**src/verilog/dsl_pkg.sv**
```systemverilog
package dsl_pkg;
	localparam int OPCODE_W = 8;
	localparam int WORD_W   = 16;
	localparam int PW_BITS  = 256;
	localparam int PW_WORDS = 16;
	localparam int CNT_W    = 3;

	localparam logic [7:0] OP_SET_PW     = 8'hF1;
	localparam logic [7:0] OP_UNLOCK     = 8'hF2;
	localparam logic [7:0] OP_ERASE_PREP = 8'hF3;
	localparam logic [7:0] OP_ERASE_UNIT = 8'hF4;
	localparam logic [7:0] OP_FREEZE     = 8'hF5;
	localparam logic [7:0] OP_DISABLE_PW = 8'hF6;

	localparam logic [7:0] WORD_CTL      = 8'h00;
	localparam logic [7:0] WORD_PW_FIRST = 8'h01;
	localparam logic [7:0] WORD_PW_LAST  = 8'h10;
	localparam logic [7:0] WORD_REV      = 8'h11;
	localparam logic [7:0] WORD_LAST     = 8'hFF;

	localparam int CTL_SLOT_BIT  = 0;
	localparam int CTL_LEVEL_BIT = 8;

	localparam int ERR_ABT_BIT = 2;
	localparam int ST_BSY_BIT  = 7;
	localparam int ST_RDY_BIT  = 6;
	localparam int ST_DSC_BIT  = 4;
	localparam int ST_DRQ_BIT  = 3;
	localparam int ST_ERR_BIT  = 0;

	localparam logic [2:0]  ATTEMPTS_INIT = 3'h5;
	localparam logic [15:0] REV_KEEP_LO   = 16'h0000;
	localparam logic [15:0] REV_KEEP_HI   = 16'hFFFF;
	localparam logic [15:0] REV_INIT      = 16'h0000;

	typedef enum logic [1:0] {CMD_IDLE, CMD_RECV, CMD_EXEC} dsl_cmd_state_type;
endpackage

```
**src/verilog/dsl_sector_rx.sv**
```systemverilog
`timescale 1ns/100ps
module dsl_sector_rx (
	input  wire logic                         i_clk,
	input  wire logic                         i_rst,
	input  wire logic                         i_start,
	input  wire logic                         i_abort,
	input  wire logic                         i_wr,
	input  wire logic [dsl_pkg::WORD_W-1:0]   i_word,
	output logic      [dsl_pkg::WORD_W-1:0]   o_ctl,
	output logic      [dsl_pkg::PW_BITS-1:0]  o_pw,
	output logic      [dsl_pkg::WORD_W-1:0]   o_rev,
	output logic                              o_done
);
	import dsl_pkg::*;

	logic [WORD_W-1:0] pw_mem_reg  [PW_WORDS];
	logic [WORD_W-1:0] pw_mem_next [PW_WORDS];
	logic [7:0]        idx_reg, idx_next;
	logic              busy_reg, busy_next;
	logic              done_reg, done_next;
	logic [WORD_W-1:0] ctl_reg, ctl_next;
	logic [WORD_W-1:0] rev_reg, rev_next;

	// Words are counted only while a sector is expected; word 0 is control,
	// 1 to 16 the password, 17 the revision code, the rest is discarded.
	always_comb begin
		pw_mem_next = pw_mem_reg;
		idx_next    = idx_reg;
		busy_next   = busy_reg;
		ctl_next    = ctl_reg;
		rev_next    = rev_reg;
		done_next   = 1'b0;
		if (i_abort) begin
			busy_next = 1'b0;
		end else if (i_start) begin
			busy_next = 1'b1;
			idx_next  = 8'h00;
		end else if (busy_reg && i_wr) begin
			if (idx_reg == WORD_CTL) begin
				ctl_next = i_word;
			end
			if (idx_reg >= WORD_PW_FIRST && idx_reg <= WORD_PW_LAST) begin
				pw_mem_next[4'(idx_reg - WORD_PW_FIRST)] = i_word;
			end
			if (idx_reg == WORD_REV) begin
				rev_next = i_word;
			end
			idx_next = idx_reg + 8'h01;
			if (idx_reg == WORD_LAST) begin
				busy_next = 1'b0;
				done_next = 1'b1;
			end
		end
	end

	always_ff @(posedge i_clk) begin
		if (i_rst) begin
			pw_mem_reg <= '{default: 16'h0000};
			idx_reg    <= 8'h00;
			busy_reg   <= 1'b0;
			done_reg   <= 1'b0;
			ctl_reg    <= 16'h0000;
			rev_reg    <= 16'h0000;
		end else begin
			pw_mem_reg <= pw_mem_next;
			idx_reg    <= idx_next;
			busy_reg   <= busy_next;
			done_reg   <= done_next;
			ctl_reg    <= ctl_next;
			rev_reg    <= rev_next;
		end
	end

	always_comb begin
		for (int i = 0; i < PW_WORDS; i++) begin
			o_pw[i*WORD_W +: WORD_W] = pw_mem_reg[i];
		end
	end

	assign o_ctl  = ctl_reg;
	assign o_rev  = rev_reg;
	assign o_done = done_reg;
endmodule // dsl_sector_rx

```
**src/verilog/dsl_lock_top.sv**
```systemverilog
`timescale 1ns/100ps
// Overview of operation
// Freeze opcode enters frozen state at once, with no sector transfer.
// While frozen, set password, unlock, disable and erase unit abort.
// Frozen survives hard and soft reset; only power loss clears it.
// Setting user password arms lock; device locks after next hard or power-on reset. Power-on reset (I_RST) here clears the arm instead.
// Setting master password stores it but never arms the lock.
// Set password and unlock take one 256-word sector: control, password, revision.
// Control bit 0 picks master slot, bit 8 picks maximum level.
// Passwords are stored and compared over all 32 bytes.
// Revision 0001h to FFFEh replaces stored code; 0000h and FFFFh keep it.
// High level: user or master password unlocks.
// Maximum level: only user password unlocks; master kept but refused.
// At maximum level only erase prepare plus erase unit clears lock without user.
// Good unlock clears locked state, keeps passwords; hard reset relocks if armed.
// Master unlock compares at high level, aborts at maximum level.
// User unlock compares against stored user password.
// Failed unlock aborts and decrements counter from five; at zero reject all. Here freeze and erase prepare are still accepted at zero.
// Abort after unlock sector means mismatch only; other faults abort earlier. Here a master unlock at maximum level also aborts after the sector.
// Hard or power-on reset restores attempt counter to five.
module dsl_lock_top (
	input  wire logic                          I_CLK,
	input  wire logic                          I_RST,
	input  wire logic                          I_HARD_RST_N,
	input  wire logic                          I_SOFT_RST,
	input  wire logic                          I_CMD_WR,
	input  wire logic [dsl_pkg::OPCODE_W-1:0]  I_CMD_OPCODE,
	input  wire logic                          I_DATA_WR,
	input  wire logic [dsl_pkg::WORD_W-1:0]    I_DATA,
	output logic      [7:0]                    O_ERROR,
	output logic      [7:0]                    O_STATUS,
	output logic      [dsl_pkg::WORD_W-1:0]    O_REV_CODE,
	output logic                               O_FROZEN,
	output logic                               O_LOCKED,
	output logic                               O_LOCK_ARMED,
	output logic                               O_LEVEL_MAX,
	output logic      [dsl_pkg::CNT_W-1:0]     O_ATTEMPTS,
	output logic                               O_ERASE_START
);
	import dsl_pkg::*;

	logic [2:0]         hr_sync_reg, hr_sync_next;
	logic               hr_active_reg, hr_active_next;
	dsl_cmd_state_type  state_reg, state_next;
	logic [7:0]         op_reg, op_next;
	logic               abt_reg, abt_next;
	logic               frozen_reg, frozen_next;
	logic               armed_reg, armed_next;
	logic               locked_reg, locked_next;
	logic               level_max_reg, level_max_next;
	logic               prepared_reg, prepared_next;
	logic               erase_reg, erase_next;
	logic [CNT_W-1:0]   attempts_reg, attempts_next;
	logic [WORD_W-1:0]  rev_reg, rev_next;
	logic [PW_BITS-1:0] user_pw_reg, user_pw_next;
	logic [PW_BITS-1:0] master_pw_reg, master_pw_next;
	logic [WORD_W-1:0]  rx_ctl;
	logic [PW_BITS-1:0] rx_pw;
	logic [WORD_W-1:0]  rx_rev;
	logic               rx_done;
	logic               rx_start;
	logic               take_ok;
	logic               master_sel;
	logic               master_refused;
	logic               pw_match;

	function automatic logic pw_cmd(input logic [7:0] op);
		return op == OP_SET_PW || op == OP_UNLOCK || op == OP_ERASE_UNIT || op == OP_DISABLE_PW;
	endfunction

	// full-width compare
	function automatic logic pw_equal(input logic [PW_BITS-1:0] a, input logic [PW_BITS-1:0] b);
		return a == b;
	endfunction

	dsl_sector_rx u_rx (
		.i_clk   (I_CLK),
		.i_rst   (I_RST),
		.i_start (rx_start),
		.i_abort (hr_active_reg || I_SOFT_RST),
		.i_wr    (I_DATA_WR),
		.i_word  (I_DATA),
		.o_ctl   (rx_ctl),
		.o_pw    (rx_pw),
		.o_rev   (rx_rev),
		.o_done  (rx_done)
	);

	// The hard reset pin counts once the second and third stages agree.
	always_comb begin
		hr_sync_next   = {hr_sync_reg[1:0], I_HARD_RST_N};
		hr_active_next = hr_active_reg;
		if (hr_sync_reg[1] == hr_sync_reg[2]) begin
			hr_active_next = ~hr_sync_reg[2];
		end
	end

	assign take_ok    = I_CMD_WR && state_reg == CMD_IDLE && !hr_active_reg && !I_SOFT_RST;
	// slot select bit
	assign master_sel = rx_ctl[CTL_SLOT_BIT];
	// master refused at maximum
	assign master_refused = master_sel && level_max_reg;
	// slot compare select
	assign pw_match = master_sel ? pw_equal(master_pw_reg, rx_pw) : pw_equal(user_pw_reg, rx_pw);

	always_comb begin
		state_next     = state_reg;
		op_next        = op_reg;
		abt_next       = abt_reg;
		frozen_next    = frozen_reg;
		armed_next     = armed_reg;
		locked_next    = locked_reg;
		level_max_next = level_max_reg;
		prepared_next  = prepared_reg;
		attempts_next  = attempts_reg;
		rev_next       = rev_reg;
		user_pw_next   = user_pw_reg;
		master_pw_next = master_pw_reg;
		erase_next     = 1'b0;
		rx_start       = 1'b0;
		if (hr_active_reg) begin
			// relock on hard reset; armed lock engages; counter back
			state_next    = CMD_IDLE;
			abt_next      = 1'b0;
			prepared_next = 1'b0;
			locked_next   = armed_reg;
			attempts_next = ATTEMPTS_INIT;
		end else if (I_SOFT_RST) begin
			// frozen left untouched
			state_next    = CMD_IDLE;
			abt_next      = 1'b0;
			prepared_next = 1'b0;
		end else begin
			unique case (state_reg)
				CMD_IDLE: begin
					if (I_CMD_WR) begin
						op_next       = I_CMD_OPCODE;
						abt_next      = 1'b0;
						prepared_next = I_CMD_OPCODE == OP_ERASE_PREP;
						if (I_CMD_OPCODE == OP_FREEZE) begin
							// frozen at once
							frozen_next = 1'b1;
						end else if (pw_cmd(I_CMD_OPCODE)) begin
							// reject before sector
							if (frozen_reg || attempts_reg == 3'h0
								|| (I_CMD_OPCODE == OP_SET_PW && locked_reg)
								|| (I_CMD_OPCODE == OP_ERASE_UNIT && !prepared_reg)) begin
								abt_next = 1'b1;
							end else begin
								// one sector expected
								state_next = CMD_RECV;
								rx_start   = 1'b1;
							end
						end else if (I_CMD_OPCODE != OP_ERASE_PREP) begin
							abt_next = 1'b1;
						end
					end
				end
				CMD_RECV: begin
					if (rx_done) begin
						state_next = CMD_EXEC;
					end
				end
				CMD_EXEC: begin
					state_next = CMD_IDLE;
					unique case (op_reg)
						OP_SET_PW: begin
							if (master_sel) begin
								// master stored, lock untouched
								master_pw_next = rx_pw;
								// revision kept on 0000h or FFFFh
								if (rx_rev != REV_KEEP_LO && rx_rev != REV_KEEP_HI) begin
									rev_next = rx_rev;
								end
							end else begin
								// arm, stay unlocked
								user_pw_next   = rx_pw;
								level_max_next = rx_ctl[CTL_LEVEL_BIT];
								armed_next     = 1'b1;
							end
						end
						OP_UNLOCK: begin
							if (master_refused) begin
								// master refused
								abt_next = 1'b1;
							end else if (pw_match) begin
								// unlocked, passwords kept
								locked_next = 1'b0;
							end else begin
								// count the miss
								abt_next      = 1'b1;
								attempts_next = attempts_reg - 3'h1;
							end
						end
						OP_DISABLE_PW: begin
							if (!master_refused && pw_match) begin
								armed_next  = 1'b0;
								locked_next = 1'b0;
							end else begin
								abt_next = 1'b1;
							end
						end
						OP_ERASE_UNIT: begin
							// erase clears lock at any level
							if (pw_match) begin
								armed_next  = 1'b0;
								locked_next = 1'b0;
								erase_next  = 1'b1;
							end else begin
								abt_next = 1'b1;
							end
						end
						default: begin
							abt_next = 1'b1;
						end
					endcase
				end
			endcase
		end
	end

	always_ff @(posedge I_CLK) begin
		if (I_RST) begin
			hr_sync_reg   <= 3'h7;
			hr_active_reg <= 1'b0;
			state_reg     <= CMD_IDLE;
			op_reg        <= 8'h00;
			abt_reg       <= 1'b0;
			frozen_reg    <= 1'b0;
			armed_reg     <= 1'b0;
			locked_reg    <= 1'b0;
			level_max_reg <= 1'b0;
			prepared_reg  <= 1'b0;
			erase_reg     <= 1'b0;
			attempts_reg  <= ATTEMPTS_INIT;
			rev_reg       <= REV_INIT;
			user_pw_reg   <= '0;
			master_pw_reg <= '0;
		end else begin
			hr_sync_reg   <= hr_sync_next;
			hr_active_reg <= hr_active_next;
			state_reg     <= state_next;
			op_reg        <= op_next;
			abt_reg       <= abt_next;
			frozen_reg    <= frozen_next;
			armed_reg     <= armed_next;
			locked_reg    <= locked_next;
			level_max_reg <= level_max_next;
			prepared_reg  <= prepared_next;
			erase_reg     <= erase_next;
			attempts_reg  <= attempts_next;
			rev_reg       <= rev_next;
			user_pw_reg   <= user_pw_next;
			master_pw_reg <= master_pw_next;
		end
	end

	always_comb begin
		O_STATUS              = 8'h00;
		O_STATUS[ST_BSY_BIT]  = state_reg == CMD_EXEC;
		O_STATUS[ST_RDY_BIT]  = 1'b1;
		O_STATUS[ST_DSC_BIT]  = 1'b1;
		O_STATUS[ST_DRQ_BIT]  = state_reg == CMD_RECV;
		O_STATUS[ST_ERR_BIT]  = abt_reg;
		O_ERROR               = 8'h00;
		O_ERROR[ERR_ABT_BIT]  = abt_reg;
	end

	assign O_REV_CODE    = rev_reg;
	assign O_FROZEN      = frozen_reg;
	assign O_LOCKED      = locked_reg;
	assign O_LOCK_ARMED  = armed_reg;
	assign O_LEVEL_MAX   = level_max_reg;
	assign O_ATTEMPTS    = attempts_reg;
	assign O_ERASE_START = erase_reg;
endmodule // dsl_lock_top

```
**config.mk**
```make
export PLATFORM = sky130hd
export DESIGN_NAME = dsl_lock_top
export DESIGN_NICKNAME = d
export VERILOG_FILES = /design/src/verilog/dsl_pkg.sv /design/src/verilog/dsl_sector_rx.sv /design/src/verilog/dsl_lock_top.sv
export SDC_FILE = /design/constraint.sdc
export NUM_CORES = 2
export LEC_CHECK = 0
export BUFFER_PORTS_ARGS = -buffer_cell sky130_fd_sc_hd__clkbuf_2
export CAP_MARGIN = 25
export CORE_ASPECT_RATIO = 1.4
export CORE_MARGIN = 5
export CORE_UTILIZATION = 45
export DETAILED_ROUTE_END_ITERATION = 12
export PLACE_DENSITY = 0.6
export SYNTH_ARGS = -nofsm -noshare
export SYNTH_HDL_FRONTEND = slang
export SYNTH_SLANG_ARGS = --single-unit
```
**constraint.sdc**
```tcl
create_clock -name I_CLK -period 3.5 [get_ports I_CLK]
set_input_delay 0.35 -clock I_CLK [delete_from_list [all_inputs] [get_ports I_CLK]]
set_output_delay 0.35 -clock I_CLK [all_outputs]
set_load 0.05 [all_outputs]
```
==> flow_summary.yaml <==
floorplanning:
  die-height_um: 340.7
  fp-row-count: 121
  fp.dieW_um: 246.3
  dieArea_um2: 83910
  core-area_um2: 77670
  start_util_pct: 45.27
  ios: 70
worst_setup_path:
  critPathKind: "reg -> reg"
  crit_path_start_kind: "flop"
  cp.arrival_ns: 3.95
  crit_fanout: 11
  critPathCaptureType: "flop"
  crit_required_ns: 4.07
drt:
  ant_nets: 0
  vias: 28080
  routedWlPerCell_um: 18.89
  first_pass_iters: 5
  drt_iter0_drc: 1971
  drc: 0
  vias_per_cell: 5.328
  drt-total-wl_um: 99600
layout:
  drive_gt1_share_pct: 8.615
  multiInputGateArea_um2: 17150
  final_core_util_pct: 51.55
  layoutNonFillerInstCount: 5271
  fillers: 7318
  area_growth_pct: 13.86
  fin_nets: 4209
  regArea_um2: 16740
grt:
  antenna_found_initial: 1
  grt_pass1_wl_um: 154700
  gr-usage-all-layers_pct: 23.03
  first_global_vias: 26690
  overflow: 0
  grt_max_degree: 124
yosys:
  yosysTopAreaCell: "dfxtp_1"
  yosysMostFrequentCell: "nand2_1"
  syn_area_per_cell_um2: 8.388
  synth_edf_count: 0
  yosysTopAreaCellShare_pct: 47.60
  yosysWarnings: 0
  netlist_top_cells_area: "dfxtp_1 (48%), mux2i_1 (13%), nand2_1 (13%)"
  synth_area_um2: 35160
  synth_ff_type: "dfxtp_1"
  synth_cells: 4192
  synthTopCellsByCount: "nand2_1 (1174), dfxtp_1 (836), a21oi_1 (626), mux2i_1 (451), xnor2_1 (260)"
  seq_area_frac_synth_pct: 47.60
  ys_types: 50
  ys_seq_elements: 836
  async_reset_ff_share_pct: 0
clocking:
  cts_tree: "done"
  cts_num_sinks: 836
  h-tree-depth: 3
  clk_latency_ns: 0.64
  cts-root-buf: "clkbuf_16"
  numCtsBuffers: 83
  cts_max_path_buffers: 3
  cts.reportedPaths.clkPinSlew_ns: 0.06
sta:
  tightestPinTransition_ns: 1.004
  fmax_mhz: 296.2
  slew_violations: 0
  setup_violations: 0
  fin_crit_ns: 3.377
  rsz0062_at_grt: "false"
  maxSlewHeadroom_pct: 33.04
  tns_ns: 0
  skew_ns: 0.02714
  final_hold_viol_count: 0
  timing.final.crit_share_pct: 96.48
place:
  dpl.hpwl_um: 60020
  portBuffers: 57
  gp_congestion: 0.7894
  dp_cells: 5112
run:
  drv_cap: 0
power:
  power.density_nw_per_um2: 475.5
  leakage_nw: 12.46
  peakVddDrop_v: 0.0003123
hold_path:
  hold_path.class: "in -> reg"
status:
  status: "completed"
path summary, 6_finish.rpt:
path	cells after the start	end	start	slack [ns]
max reg2reg	12	O_ERASE_START$_SDFF_PP0_	u_rx.o_ctl[0]$_SDFFE_PP0P_	0.12
min	3	u_rx.o_done$_SDFF_PP0_	I_DATA_WR	0.03
min reg2reg	1	hr_sync_reg[1]$_SDFF_PP1_	hr_sync_reg[0]$_SDFF_PP1_	0.41
max	12	O_ERASE_START$_SDFF_PP0_	u_rx.o_ctl[0]$_SDFFE_PP0P_	0.12
cell type report:
class | count | share of cell area, %
diodes | 1 | 0.006250
clock buffers | 115 | 6.066
clock inverters | 28 | 0.8657
inverters | 13 | 0.1219
multi-input cells | 3028 | 42.84
flip-flops and latches | 836 | 41.81
well taps | 1045 | 3.266
repair buffers | 205 | 5.025
report_power, final:
group | internal (mW) | leakage (nW) | switching (mW)
Combinational | 0.0558 | 4.36 | 0.327
Clock | 5.35 | 1.36 | 3.78
Sequential | 9.52 | 6.73 | 0.00454
placed cells by master (no fill, tap or decap), drive strengths merged, types with 3 or more instances in the layout:
cell type    netlist  final
nand2           1174   1174
dfxtp            836    836
a21oi            626    626
mux2i            451    451
xnor2            260    260
nor2             235    235
clkbuf           235    173
buf               90    138
o21ai             86     86
nor4              77     77
nand4             28     28
inv               13     15
clkinv             0     13
ha                12     12
conb               2     12
nand3             10     10
dlygate4sd3        0      9
nor3               8      8
bufinv             0      7
clkinvlp           0      6
xor2               5      5
or2                4      4
nor3b              4      4
and3               4      4
and3b              3      3
what timing repair did:
| item | 4_1_cts | 5_1_grt |
|---|---|---|
| hold buffers | 9 | 0 |
| pin swaps | 0 | 6 |
| endpoints found under the setup margin | 7 | 4 |
| endpoints found under the hold margin | 9 | 0 |
| gates resized for setup | 1 | 11 |
| cloned | 0 | 2 |
| buffers inserted | 4 | 0 |
cell families after synthesis:
kind of cell | Yosys count | synth area share, %
DFF | 836 | 47.60
other | 2 | 0.02136
buffers and inverters | 338 | 4.177
adders and majority gates | 12 | 0.4270
muxes | 451 | 12.84
AOI/OAI and AO/OA | 725 | 10.42
xor gates and xnor gates | 265 | 6.601
and+or+nand+nor | 1563 | 17.92
per-stage QoR:
step / total power [mW] / hold WS [ns] / area [µm²] / setup WS (ns)
6_report: 19.04 / 0.03336 / 40040 / 0.1233
4_1_cts: 19.25 / 0.006453 / 39910 / 0.05376
3_5_place_dp: 10.11 / 0.3954 / 36980 / -0.1957
2_1_floorplan: 9.972 / 0.3895 / 35200 / 0.6168
3_3_place_gp: 10.11 / 0.3947 / 36970 / -0.2627
5_1_grt: 19.66 / 0.03110 / 40030 / 0.002890
metal layers:
metal / track usage, % / part of all wire (%) / up-vias
met2: 39.67 / 49 / 578
li1: - / - / 13800
met5: 0 / 0 / -
met4: 7.535 / 3.1 / 0
met1: 30.16 / 44 / 13560
met3: 2.687 / 4.3 / 145
worst max-delay path, cell delays in order, from the launching register on:
cell,delay [ns]
dfxtp_4,0.37
buf_12,0.17
buf_16,0.18
mux2i_1,0.22
xnor2_1,0.08
nor4_1,0.39
nand4_1,0.41
nor4_4,0.43
buf_4,0.16
nand4_1,0.16
buf_4,0.22
or3_1,0.38
nor3_2,0.10
No activity file was read; power rests on OpenSTA's default activity.
